==> config.mk <==
export PLATFORM = sky130hd
export DESIGN_NAME = alae_axis
export DESIGN_NICKNAME = d
export VERILOG_FILES = /design/src/alae_pkg.sv /design/src/alae_sync.sv /design/src/alae_axis.sv
export SDC_FILE = /design/constraint.sdc
export NUM_CORES = 1
export LEC_CHECK = 0
export CAP_MARGIN = 20
export CORE_MARGIN = 2
export CORE_UTILIZATION = 45
export DETAILED_ROUTE_END_ITERATION = 16
export DONT_BUFFER_PORTS = 1
export PLACE_DENSITY = 0.66
export SYNTH_ARGS = -nofsm -noshare
export SYNTH_HDL_FRONTEND = slang
export SYNTH_HIERARCHICAL = 1
export SYNTH_SLANG_ARGS = --single-unit
==> constraint.sdc <==
create_clock -name clock -period 5.5 [get_ports clock]
set_input_delay 0.275 -clock clock [delete_from_list [all_inputs] [get_ports clock]]
set_output_delay 0.275 -clock clock [all_outputs]
set_load 0.01 [all_outputs]
==> src/alae_pkg.sv <==
// Package with types and constants for the axis limit and amplifier enable block
package alae_pkg;
    localparam int CMD_W       = 16;              // Signed motor command width
    localparam int RATE_W      = 16;              // Deceleration rate width
    localparam logic [7:0] ERR_NONE  = 8'h00;
    localparam logic [7:0] ERR_LIMIT = 8'h16;     // Code 22: begin refused by limit
    localparam logic [15:0] CMD_FULL_POS = 16'h7FFF; // +10 V full scale
    localparam logic [15:0] CMD_FULL_NEG = 16'h8001; // -10 V full scale
    localparam logic [15:0] ZERO_CMD = 16'h0000;
    localparam logic [15:0] PEAK_CYCLES = 16'h0400; // Cycles peak level may stand
    localparam logic MT_SERVO = 1'b0;
    localparam logic MT_STEP  = 1'b1;

    // Axis motion states
    typedef enum logic [1:0] {
        ST_IDLE  = 2'b00,
        ST_MOVE  = 2'b01,
        ST_DECEL = 2'b10,
        ST_OFF   = 2'b11
    } alae_state_t;

    // Configuration group
    typedef struct packed {
        logic              motorType;
        logic              offOnError;
        logic              handlerPresent;
        logic [CMD_W-1:0]  continuousLimit;
        logic [CMD_W-1:0]  peakLimit;
        logic [RATE_W-1:0] limitDecelRate;
    } alae_cfg_t;

    // Status group
    typedef struct packed {
        logic       forwardLimitFlag;
        logic       reverseLimitFlag;
        logic       moving;
        logic       servoOn;
        logic [7:0] errorCode;
    } alae_status_t;
endpackage

==> src/alae_sync.sv <==
// Two-flop synchroniser for one limit input
`timescale 1ns/1ps
module alae_sync (
    input  wire logic clock,
    input  wire logic rstn,
    input  wire logic din,
    output logic      dout
);
    logic stage;

    // Double register; stage feeds only dout
    always_ff @(posedge clock) begin
        if (!rstn) begin
            stage <= 1'b0;
            dout  <= 1'b0;
        end else begin
            stage <= din;
            dout  <= stage;
        end
    end
endmodule

==> src/alae_axis.sv <==
// Per-axis limit supervision, amplifier enable and command output logic
`timescale 1ns/1ps
// Functional notes
// RULE_01: Active forward limit blocks forward motion at once.
// RULE_02: Active reverse limit blocks reverse motion at once.
// RULE_03: Limit hit while moving makes decelerated stop at limit rate; in step mode stepOut instead stops at once.
// RULE_04: By default axis stays servo-on holding position after limit stop.
// RULE_05: With off-on-error set, a limit activation disables the axis.
// RULE_06: Limit activation traps thread zero to handler if present.
// RULE_07: New motion toward a limit refused until that limit releases.
// RULE_08: Begin refused by a limit records error code 22.
// RULE_09: Forward and reverse limit flags follow the limit input levels.
// RULE_10: Amplifier enable is active high while amplifier expected on.
// RULE_11: Motor-off deasserts amplifier enable, servo-here asserts it.
// RULE_12: Motor type selects analog command or step and direction.
// RULE_13: Servo command clamped to continuous limit.
// RULE_14: Servo command clamped to separate peak limit.
// RULE_15: Analog command spans plus and minus ten volts full scale.
// RULE_16: Sine commutation drives a second command output for one motor.
// RULE_17: Limit inputs synchronised before edges are evaluated.
module alae_axis
    import alae_pkg::*;
(
    input  wire logic                   clock,
    input  wire logic                   rstn,
    input  wire logic                   forwardLimitInput,
    input  wire logic                   reverseLimitInput,
    input  wire alae_pkg::alae_cfg_t    cfg,
    input  wire logic                   beginMotion,
    input  wire logic                   beginDirReverse,
    input  wire logic                   motorOffCommand,
    input  wire logic                   servoHereCommand,
    input  wire logic                   sineCommutation,
    input  wire logic                   errorClear,
    input  wire logic [15:0]            demandCommand,
    input  wire logic [15:0]            demandPhaseB,
    input  wire logic                   stepPulseIn,
    output alae_pkg::alae_status_t      status,
    output logic                        ampEnable,
    output logic [15:0]                 motorCommand,
    output logic [15:0]                 motorCommandB,
    output logic                        stepOut,
    output logic                        dirOut,
    output logic                        limitTrap
);
    import alae_pkg::*;

    logic        fwdSync;
    logic        revSync;
    logic        fwdPrev;
    logic        revPrev;
    alae_state_t state;
    alae_state_t next_state;
    logic        dirReverse;
    logic [15:0] speed;
    logic [15:0] peakCount;

    // RULE_17: synchronise limits
    alae_sync uFwdSync (
        .clock (clock),
        .rstn  (rstn),
        .din   (forwardLimitInput),
        .dout  (fwdSync)
    );
    alae_sync uRevSync (
        .clock (clock),
        .rstn  (rstn),
        .din   (reverseLimitInput),
        .dout  (revSync)
    );

    // Edge and blocking decode
    // Edges use the synchronised levels only, never the raw pins
    wire fwdRise    = fwdSync & ~fwdPrev;
    wire revRise    = revSync & ~revPrev;
    wire limitRise  = fwdRise | revRise;
    // RULE_01: forward block
    wire fwdBlocked = fwdSync & ~dirReverse;
    // RULE_02: reverse block
    wire revBlocked = revSync & dirReverse;
    wire hitLimit   = fwdBlocked | revBlocked;
    // RULE_07: refuse toward active limit
    wire beginBlock = beginDirReverse ? revSync : fwdSync;
    wire beginOk    = beginMotion & status.servoOn & ~beginBlock;
    wire beginRefused = beginMotion & beginBlock;
    wire [15:0] speedDec = (speed > cfg.limitDecelRate) ?
                           (speed - cfg.limitDecelRate) : ZERO_CMD;
    wire        peakWindow = (peakCount < PEAK_CYCLES);

    // Next state of the axis
    always_comb begin
        next_state = state;
        case (state)
            ST_IDLE: begin
                if (beginOk) begin
                    next_state = ST_MOVE;
                end
            end
            ST_MOVE: begin
                // RULE_05: off on error
                if (limitRise && cfg.offOnError) begin
                    next_state = ST_OFF;
                // RULE_03: decelerate on limit
                end else if (hitLimit) begin
                    next_state = ST_DECEL;
                end
            end
            ST_DECEL: begin
                // RULE_04: hold position servo-on
                if (speedDec == ZERO_CMD) begin
                    next_state = ST_IDLE;
                end
            end
            default: begin
                next_state = ST_OFF;
            end
        endcase
        // RULE_11: motor off wins
        if (motorOffCommand) begin
            next_state = ST_OFF;
        end else if (state == ST_OFF && servoHereCommand) begin
            next_state = ST_IDLE;
        end else if (state != ST_OFF && limitRise && cfg.offOnError) begin
            next_state = ST_OFF;
        end
    end

    // Clamp demand; continuous limit normally, peak limit for short bursts
    wire [15:0] demandSel  = (state == ST_DECEL) ? speed : demandCommand;
    wire        demandNeg  = demandSel[15];
    wire [15:0] demandMag  = demandNeg ? (16'(~demandSel + 16'h0001)) : demandSel;
    // RULE_13: continuous clamp, never above the peak limit
    wire [15:0] contLim    = (cfg.continuousLimit > cfg.peakLimit) ? cfg.peakLimit :
                             cfg.continuousLimit;
    // RULE_14: peak clamp
    wire [15:0] activeLim  = peakWindow ? cfg.peakLimit : contLim;
    wire [15:0] fullLim    = (activeLim > CMD_FULL_POS) ? CMD_FULL_POS : activeLim;
    wire [15:0] clampMag   = (demandMag > fullLim) ? fullLim : demandMag;
    // RULE_15: signed full scale
    wire [15:0] clampCmd   = demandNeg ? (16'(~clampMag + 16'h0001)) : clampMag;
    wire        driving    = (state == ST_MOVE) || (state == ST_DECEL);
    wire        servoAxis  = (cfg.motorType == MT_SERVO);

    // State, direction and speed registers
    always_ff @(posedge clock) begin
        if (!rstn) begin
            state      <= ST_OFF;
            fwdPrev    <= 1'b0;
            revPrev    <= 1'b0;
            dirReverse <= 1'b0;
            speed      <= ZERO_CMD;
        end else begin
            state   <= next_state;
            fwdPrev <= fwdSync;
            revPrev <= revSync;
            if (beginOk && state == ST_IDLE) begin
                dirReverse <= beginDirReverse;
            end
            if (next_state == ST_DECEL) begin
                speed <= (state == ST_MOVE) ? demandMag : speedDec;
            end else begin
                speed <= ZERO_CMD;
            end
        end
    end

    // Peak burst timer: restarts when demand falls within continuous limit
    always_ff @(posedge clock) begin
        if (!rstn) begin
            peakCount <= ZERO_CMD;
        end else if (demandMag <= cfg.continuousLimit) begin
            peakCount <= ZERO_CMD;
        end else if (peakWindow) begin
            peakCount <= peakCount + 16'h0001;
        end
    end

    // Status, trap and error registers
    always_ff @(posedge clock) begin
        if (!rstn) begin
            status    <= '0;
            limitTrap <= 1'b0;
        end else begin
            // RULE_09: flags follow inputs
            status.forwardLimitFlag <= fwdSync;
            status.reverseLimitFlag <= revSync;
            status.moving           <= (next_state == ST_MOVE) || (next_state == ST_DECEL);
            status.servoOn          <= (next_state != ST_OFF);
            // RULE_06: trap to handler
            limitTrap <= limitRise & cfg.handlerPresent;
            // RULE_08: error code 22
            if (beginRefused) begin
                status.errorCode <= ERR_LIMIT;
            end else if (errorClear) begin
                status.errorCode <= ERR_NONE;
            end
        end
    end

    // Amplifier and command output registers
    always_ff @(posedge clock) begin
        if (!rstn) begin
            ampEnable     <= 1'b0;
            motorCommand  <= ZERO_CMD;
            motorCommandB <= ZERO_CMD;
            stepOut       <= 1'b0;
            dirOut        <= 1'b0;
        end else begin
            // RULE_10: active high enable
            ampEnable <= (next_state != ST_OFF);
            // RULE_12: motor type select
            motorCommand <= (servoAxis && driving && !hitLimit) ? clampCmd :
                            (servoAxis && state == ST_DECEL) ? clampCmd : ZERO_CMD;
            // RULE_16: second phase line
            motorCommandB <= (servoAxis && sineCommutation && driving) ?
                             demandPhaseB : ZERO_CMD;
            stepOut <= (!servoAxis) && driving && !hitLimit && stepPulseIn;
            dirOut  <= (!servoAxis) && dirReverse;
        end
    end
endmodule

==> results of run 1 <==
==> cell type report <==
type | instances | area [sq um] | area share, %
multi-input cells | 590 | 4310 | 62.7
flip-flops and latches | 79 | 1580 | 23.0
inverters | 75 | 282 | 4.10
clock buffers | 12 | 246 | 3.59
well taps | 180 | 225 | 3.28
repair buffers | 22 | 169 | 2.46
clock inverters | 4 | 53.8 | 0.784
==> report_power, final <==
group	switching (uW)	internal, uW
Combinational	263	190
Sequential	15.2	587
Clock	228	366
Total	506	1140
==> per-stage QoR <==
| step | std cells | power [uW] | util [%] | hold WS (ns) | setup WS [ns] |
|---|---|---|---|---|---|
| 6_report | 962 | 1650 | 49.6 | 0.0402 | 0.337 |
| 4_1_cts | 962 | 1660 | 49.6 | 0.0265 | 0.329 |
| 3_5_place_dp | 946 | 1060 | 47.4 | 0.381 | 0.300 |
| 2_1_floorplan | 779 | 950 | - | 0.380 | 0.0174 |
| 5_1_grt | 962 | 1740 | 49.6 | 0.0429 | 0.0474 |
| 3_3_place_gp | 946 | 1040 | 47.4 | 0.369 | 0.423 |
==> cells in the mapped netlist, drive strengths merged (3+ instances only) <==
| cell type | count | share of area (%) |
|---|---|---|
| nor2 | 84 | 5.0 |
| mux2i | 21 | 3.3 |
| or3b | 3 | 0.41 |
| and3 | 9 | 0.89 |
| o2bb2ai | 4 | 0.75 |
| a21o | 13 | 1.5 |
| a21boi | 5 | 0.65 |
| nand4 | 16 | 1.6 |
| o21a | 11 | 1.3 |
| ha | 73 | 14 |
| mux2 | 5 | 0.95 |
| or3 | 6 | 0.59 |
| xnor2 | 26 | 3.9 |
| o211ai | 5 | 0.59 |
| a211o | 3 | 0.41 |
| a2111oi | 4 | 0.65 |
| nand3 | 14 | 1.1 |
| nor3b | 5 | 0.59 |
| clkbuf | 16 | 0.95 |
| a21oi | 48 | 3.8 |
| nor3 | 31 | 2.6 |
| nor2b | 5 | 0.49 |
| dfxtp | 79 | 25 |
| inv | 75 | 4.4 |
| nor4 | 7 | 0.69 |
| o31ai | 4 | 0.69 |
| a31oi | 11 | 1.2 |
| and4 | 5 | 0.69 |
| nand2 | 34 | 2.0 |
| o22ai | 10 | 0.99 |
| o21ai | 25 | 2.0 |
| xor2 | 20 | 2.8 |
| buf | 19 | 2.2 |
| o32ai | 9 | 2.0 |
| and2 | 29 | 2.9 |
==> routing by layer <==
layer / part of all wire [%] / vias to the layer above / track usage [%]
met4: 1.7 / 0 / 6.03
li1: - / 2754 / -
met1: 42 / 2613 / 25.6
met3: 8.1 / 21 / 5.39
met2: 48 / 207 / 37.2
met5: 0 / - / 0
==> state kept, by name, summed over array words and instances (netlist names), 2 cells and up <==
name / count
speed: 16
peakCount: 16
state: 2
motorCommandB: 16
motorCommand: 16
status: 4
==> layout by cell type (no fill, tap or decap), drive strengths merged, types with 6 or more instances in the layout <==
cell type | Yosys | final
xnor2 | 26 | 26
and2 | 29 | 29
mux2i | 21 | 21
o21ai | 25 | 25
nand2 | 34 | 34
or3 | 6 | 6
buf | 19 | 22
a21oi | 48 | 48
ha | 73 | 73
conb | 2 | 6
clkbuf | 16 | 12
inv | 75 | 76
o22ai | 10 | 10
o32ai | 9 | 9
nand3 | 14 | 14
nand4 | 16 | 16
xor2 | 20 | 20
dfxtp | 79 | 79
a31oi | 11 | 11
nor4 | 7 | 7
o21a | 11 | 11
nor2 | 84 | 84
and3 | 9 | 9
nor3 | 31 | 31
a21o | 13 | 13
==> kinds of logic after synthesis <==
logic type	count (synthesis)	share of synthesized area (%)
AOI/OAI and AO/OA	174	20.0
buffers and inverters	110	7.54
xor gates and xnor gates	46	6.71
adders and majority gates	74	14.7
muxes	26	4.26
and+or+nand+nor	264	21.7
other	2	0.118
DFF	79	24.9
==> worst max-delay path: cells and delay by family, from the launching register on <==
kind	cells	cell delay (ns)
DFF	1	0.40
buffers and inverters	3	0.53
adders and majority gates	2	0.53
AOI/OAI and AO/OA	6	1.40
xor gates and xnor gates	2	0.41
and+or+nand+nor	7	1.76
==> final timing paths <==
path	startpoint	slack, ns	depth (start not counted)	to
max	state[0]	0.34	20	motorCommand[14]
min	rstn	0.04	1	state[1]
max reg2reg	state[0]	0.34	20	motorCommand[14]
min reg2reg	peakCount[11]	0.43	2	peakCount[11]
==> what timing repair did <==
action | in CTS | in global routing
endpoints found under the setup margin | 0 | 9
setup buffers | 0 | 0
gates resized for setup | 0 | 4
hold endpoints to repair | 0 | 0
==> results.cfg, run 1 <==
[status]
status = completed

[clock_network]
cts-root-buf = clkbuf_16
htree_levels = 3
cts_tree = yes
clock_latency_ns = 0.34
cts.sinks = 79
ctsHoldBuffers = 0
cts_buffer_depth = 2
numCtsBuffers = 9
clk_pin_slew_ns = 0.06

[synth]
synth_seq_cells = 79
synthesis.area_sq_mm = 0.00634
avgSynthCellArea_sq_um = 8.18
synth_flop_cell = dfxtp_1
synth_seq_area_share_pct = 24.9
synth_cell_types = 83
yosys_warnings = 6
synthCells = 775
synth_edf_count = 0
synthArstFlopShare_pct = 0

[global_route]
antenna_found_initial = 0
grt_max_degree = 31
grt_pass1_vias = 5347
grt_pass1_wl_mm = 25.5
grt_overflow_total = 0
grt_usage_pct = 21.3

[die]
die_x_um = 123
dieArea_sq_mm = 0.0151
rows = 43
io-pin-count = 142
core-area_sq_mm = 0.0138
initial_core_util_pct = 45.9
die_height_um = 123

[sta]
rsz0062_at_grt = false
clock_skew_ns = 0.0105
finalSetupTns_ns = 0
max_freq_mhz = 194
hold_violations = 0
tightest_slew_ns = 1.00
finalCriticalPeriod_ns = 5.16
drv_slew = 0
slew-limit-headroom_pct = 33.1
setup_viol = 0
fin_crit_sh_pct = 93.9

[routing]
ant_nets = 0
drt_iter0_markers = 302
wl_per_cell_um = 17.3
drc_errors = 0
drt-total-wl_mm = 16.7
route.vias.total = 5595
via_per_inst = 5.82
dr.pass1.iters = 5

[setup_path]
slowest_stage = or4_1
arrival_ns = 5.38
cp_slowest_stage_delay_ns = 0.54
path_common_cell = buf_4
crit_path_max_fanout = 18
start_kind = register
worstSetupPathType = reg -> reg
cp.required_ns = 5.72
critPathCaptureType = register
crit_chain = inv_1, ha_2, buf_4, or4_1, a222oi_1, and2_2, a31oi_2, xnor2_2, ha_1, and4_1, and3_1, o221a_2, o31a_1, buf_4, or3_1, o211ai_1, nor3_4, a31oi_1, xnor2_1, nor2_1

[worst_hold_path]
min_path_type = in -> reg

[final_layout]
nFillCells = 1300
drive_above_1_share_pct = 9.21
postLayoutCellArea_sq_mm = 0.00686
layout.nets = 945
syn_to_final_growth_pct = 8.25
diodes = 0

[placed_design]
gp_congestion = 0.895
io_buffers = 0
place_hpwl_mm = 13.6
dpl_cell_area_sq_mm = 0.00655

[power_and_ir_drop]
powerDensity_mw_per_mm2 = 240
p_leak_uw = 0.00296
peakVddDrop_mv = 0.179

[flow_run]
maxCapViolations = 0
Note: power is estimated with default switching activity, not from simulation.
==> inputs of run 2 (changes only) <==
MAX_ROUTING_LAYER = met4   (was not set)
==> run 2 against run 1 <==
Non-clock buffer count grew 1; first-iteration DRC count shrank 15%; wire length shrank 1.9%; combinational power is essentially flat; cell area shrank 0.11%; maximum frequency grew 2.2%; clock-buffer cell count shrank 1; setup slack gained 0.11 ns; register-to-register slack gained 0.11 ns; sequential share of layout area is essentially flat; die area is the same; sequential cell count is the same; critical path type unchanged.
==> results.cfg, run 2 (synthesized netlist as in run 1, its figures left out) <==
[status]
status = completed

[setup_path]
crit_path_max_fanout = 16
reg2reg_setup_slack_ns = 0.45
timing.rr.end = motorCommand[15]
worstSetupPathType = reg -> reg
critPathCaptureType = register
cp.required_ns = 5.71
crit_end = motorCommand[15]
timing.rr.start = state[0]
arrival_ns = 5.26
ff2ff_path_depth = 20
startpoint = state[0]
start_kind = register

[clock_network]
cts_buffer_depth = 2
cts.sinks = 79
clk_pin_slew_ns = 0.06
cts_tree = yes
htree_levels = 3
numCtsBuffers = 9
ctsHoldBuffers = 0
clock_latency_ns = 0.33
cts-root-buf = clkbuf_16

[power_and_ir_drop]
powerDensity_mw_per_mm2 = 237
p_sw_share_pct = 31.6
pwr-share-seq_pct = 37.1
p_leak_uw = 0.00297
power.internal_uw = 1110
total_power_uw = 1620
peakVddDrop_mv = 0.148
clockPowerShare_pct = 35.1
p_comb_share_pct = 27.8
p_switching_uw = 512

[final_layout]
layout.nets = 946
syn_to_final_growth_pct = 8.13
final_common_cell = nor2_1
layout_common_cells = nor2_1, dfxtp_1, inv_1
instances_no_fill = 963
drive_above_1_share_pct = 9.32
final_util_pct = 49.6
diodes = 0

[sta]
max_freq_mhz = 198
tightest_slew_ns = 0.961
clock_skew_ns = 0.00799
drv_slew = 0
finalCriticalPeriod_ns = 5.05
hold_violations = 0
rsz0062_at_grt = false
setup_viol = 0
finalSetupTns_ns = 0
fin_crit_sh_pct = 91.9
slew-limit-headroom_pct = 35.9

[global_route]
grt_pass1_wl_mm = 25.2
grt_pass1_vias = 5223
grt_usage_pct = 21.8
grt_max_degree = 31
grt_overflow_total = 0
antenna_found_initial = 0

[die]
dieArea_sq_mm = 0.0151
io-pin-count = 142
initial_core_util_pct = 45.9
core-area_sq_mm = 0.0138
rows = 43
die_x_um = 123
die_height_um = 123

[worst_hold_path]
min_path_type = in -> reg
whs_path_depth = 1

[routing]
route.vias.total = 5481
via_per_inst = 5.69
ant_nets = 0
dr.pass1.iters = 5
drt-total-wl_mm = 16.3
drt_iter0_markers = 256
wl_per_cell_um = 17.0
drc_errors = 0

[placed_design]
place_hpwl_mm = 13.7
gp_congestion = 0.922
placedCellCount = 945
io_buffers = 0

[flow_run]
maxCapViolations = 0
==> run 2: worst max-delay path: stages (launching register included) <==
cell      delay (ns)
dfxtp_1         0.35
inv_1           0.11
ha_2            0.35
mux2_2          0.42
inv_1           0.13
ha_1            0.21
o211ai_1        0.22
nor2_1          0.21
a21o_1          0.15
xnor2_1         0.20
inv_1           0.12
ha_1            0.30
and4_1          0.19
and3_1          0.18
o221a_2         0.12
o31a_1          0.29
or4_1           0.57
a21oi_1         0.38
nand4_1         0.17
mux2i_1         0.18
nor2_1          0.06
==> run 2: metrics by stage <==
stage / instance area (sq um) / hold slack [ns] / worst slack, ns
final: 6860 / 0.0320 / 0.448
after floorplan: 6360 / 0.380 / 0.0174
after global routing: 6860 / 0.0362 / 0.0370
after detailed placement: 6550 / 0.370 / 0.318
after CTS: 6840 / 0.0190 / 0.271
after global placement: 6550 / 0.371 / 0.454
==> run 2: layout make-up <==
class,instances,area (sq um)
fill,1308,6970
inverter,75,282
clock buffer,11,253
tap,180,225
sequential,79,1580
clock inverter,5,40.0
multi-input combinational,590,4300
timing repair buffer,23,173
==> run 2: how the worst min path moves through the flow <==
stage	start	endpoint
2_1_floorplan	motorOffCommand	state[0]
3_3_place_gp	rstn	state[1]
3_5_place_dp	rstn	state[1]
4_1_cts	rstn	state[1]
5_1_grt	rstn	state[1]
6_report	rstn	state[1]
==> run 2: metal layers <==
| metal | up-vias | share of wire, % | track usage (%) |
|---|---|---|---|
| met5 | - | 0 | - |
| met4 | 0 | 2.3 | 7.11 |
| met3 | 23 | 6.2 | 5.39 |
| met2 | 166 | 47 | 35.8 |
| met1 | 2543 | 44 | 26.0 |
| li1 | 2749 | - | - |
==> run 2: repair_timing <==
item	in CTS	in global routing
endpoints found under the setup margin	0	10
setup buffers	0	2
resized for setup	0	1
==> run 2: power groups by stage <==
stage	registers, uW	clock network, uW	logic (uW)
after CTS	602	582	447
after global routing	603	605	501
final	601	569	451
after detailed placement	615	0	444
after floorplan	609	0	340
after global placement	614	0	430
==> inputs of run 3 (changes only) <==
CELL_PAD_IN_SITES_DETAIL_PLACEMENT = 1   (was not set)
CELL_PAD_IN_SITES_GLOBAL_PLACEMENT = 2   (was not set)
CORE_UTILIZATION = 34   (was 45)
PLACE_DENSITY = 0.81   (was 0.66)
==> run 3 against run 2 <==
Clock skew increased by 0.0058 ns; non-clock buffer count up 4; core utilization decreased by 11 points; via count up 1.9%; worst hold slack better by 0.0091 ns; die area grew 31%; final cell count up 5.6%; combinational power increased by 3%.
==> results.cfg, run 3 (synthesized netlist as in run 1, its figures left out) <==
[power_and_ir_drop]
peakVddDrop_mv = 0.143
p_leak_uw = 0.00301
powerDensity_mw_per_mm2 = 241

[setup_path]
start_kind = register
cp.required_ns = 5.71
critPathBufInv = 3
timing.rr.end = motorCommand[7]
timing.rr.start = state[0]
cp_top_family = simple AND/OR/NAND/NOR gates
crit_path_max_fanout = 15
worstSetupPathType = reg -> reg
cp_slowest_stage_delay_ns = 0.60
arrival_ns = 5.44
critPathCaptureType = register
slowest_stage = or4_1
reg2reg_setup_slack_ns = 0.27
crit_chain = inv_1, ha_1, buf_4, or4_1, a222oi_1, buf_4, and2_2, a21oi_2, xnor2_2, ha_1, and4_1, and3_1, o221a_2, o31a_1, or4_1, and2_1, o31ai_1, xor2_1, nor2_1
ff2ff_path_depth = 19

[sta]
fin_crit_sh_pct = 95.1
drv_slew = 0
rsz0062_at_grt = false
clock_skew_ns = 0.0138
tightest_slew_ns = 1.03
hold_violations = 0
slew-limit-headroom_pct = 31.1
hold_ws_ns = 0.0411
finalSetupTns_ns = 0
finalCriticalPeriod_ns = 5.23
setup_viol = 0
max_freq_mhz = 191

[global_route]
grt_usage_pct = 20.6
grt_pass1_vias = 6161
grt_overflow_total = 0
grt_pass1_wl_mm = 31.8
antenna_found_initial = 1
grt_max_degree = 31

[placed_design]
placedCellCount = 997
io_buffers = 0
gp_congestion = 0.893
place_hpwl_mm = 16.6

[final_layout]
final_common_cell = nor2_1
layout_common_cells = nor2_1, dfxtp_1, inv_1
layout.nets = 950
instances_no_fill = 1017
drive_above_1_share_pct = 10.2
nFillCells = 2181
syn_to_final_growth_pct = 10.2

[clock_network]
clock_latency_ns = 0.34
htree_levels = 3
cts_tree = yes
cts-root-buf = clkbuf_16
cts.sinks = 79
numCtsBuffers = 9
cts_buffer_depth = 2
clk_pin_slew_ns = 0.06

[routing]
dr.pass1.iters = 4
route.vias.total = 5583
wl_per_cell_um = 19.5
drc_errors = 0
ant_nets = 0
via_per_inst = 5.49
drt-total-wl_mm = 19.8
drt_iter0_markers = 294

[worst_hold_path]
whs_path_depth = 1
hold_end = state[1]
min_path_type = in -> reg
hold_start = rstn

[die]
io-pin-count = 142
dieArea_sq_mm = 0.0198
die_height_um = 141
rows = 49
initial_core_util_pct = 34.9
die_x_um = 141
core-area_sq_mm = 0.0181

[flow_run]
maxCapViolations = 0

[status]
status = completed
run 3: changes by cell type in the layout (fill, tap and decap cells not counted), sizes merged:
cell / previous run / this run
clkinvlp: 0 / 1
buf: 23 / 27
clkinv: 4 / 2
bufinv: 0 / 1
diode: 0 / 1
run 3: worst max-delay path by stage:
stage	from	slack [ns]	cells past startpoint	endpoint
final	state[0]	0.27	19	motorCommand[7]
after global routing	state[0]	0.01	22	motorCommand[10]
after CTS	state[0]	0.14	18	motorCommand[13]
after detailed placement	cfg[30]	0.09	18	motorCommand[13]
after global placement	cfg[30]	0.28	18	motorCommand[7]
after floorplan	state[0]	0.02	28	motorCommand[14]
run 3: timing repair:
action	in CTS	in global routing
hold endpoints to repair	0	0
setup endpoints to repair	0	11
hold buffers	0	0
gates resized for setup	0	4
setup buffers	0	3
run 3: area by class of cell:
type                            instances  area, sq um  area share, %
Timing Repair Buffer                   27          203           2.90
Tap cell                              229          287           4.10
Clock buffer                           11          253           3.62
Inverter                               75          282           4.03
Clock inverter                          5         63.8          0.913
Multi-Input combinational cell        590         4320           61.8
Antenna cell                            1         2.50         0.0358
Sequential cell                        79         1580           22.6
run 3: where the power goes:
| part | leakage, uW | internal (uW) | switching [uW] |
|---|---|---|---|
| clock | 0.000152 | 379 | 239 |
| combinational | 0.00221 | 193 | 273 |
| sequential | 0.000639 | 586 | 15.4 |
| total | 0.00301 | 1160 | 527 |
run 3: per-layer routing:
metal | wire, um | vias to the layer above | part of all wire [%] | track usage (%)
met4 | 352 | 0 | 1.8 | 6.11
met5 | 0 | - | 0 | -
met1 | 8820 | 2666 | 44 | 24.8
met3 | 964 | 23 | 4.9 | 3.73
met2 | 9700 | 120 | 49 | 35.4
li1 | - | 2774 | - | -
run 3: per-stage QoR:
step                setup slack [ns]  utilization (%)  power [uW]  cell area (sq um)
floorplan                     0.0174                -         950               6360
global placement               0.275             36.5        1060               6630
detailed placement            0.0875             36.5        1080               6630
CTS                            0.139             38.3        1700               6950
global route                 0.00988             38.5        1780               6990
finish                         0.268             38.5        1690               6990
run 3: worst register-to-register path, cell delays in order, from the launching register on:
cell and delay [ns]:
dfxtp_1 0.40, inv_1 0.09, ha_1 0.25, buf_4 0.20
or4_1 0.55, a222oi_1 0.30, buf_4 0.18, and2_2 0.19
a21oi_2 0.08, xnor2_2 0.28, ha_1 0.30, and4_1 0.22
and3_1 0.20, o221a_2 0.12, o31a_1 0.36, or4_1 0.60
and2_1 0.20, o31ai_1 0.28, xor2_1 0.21, nor2_1 0.08
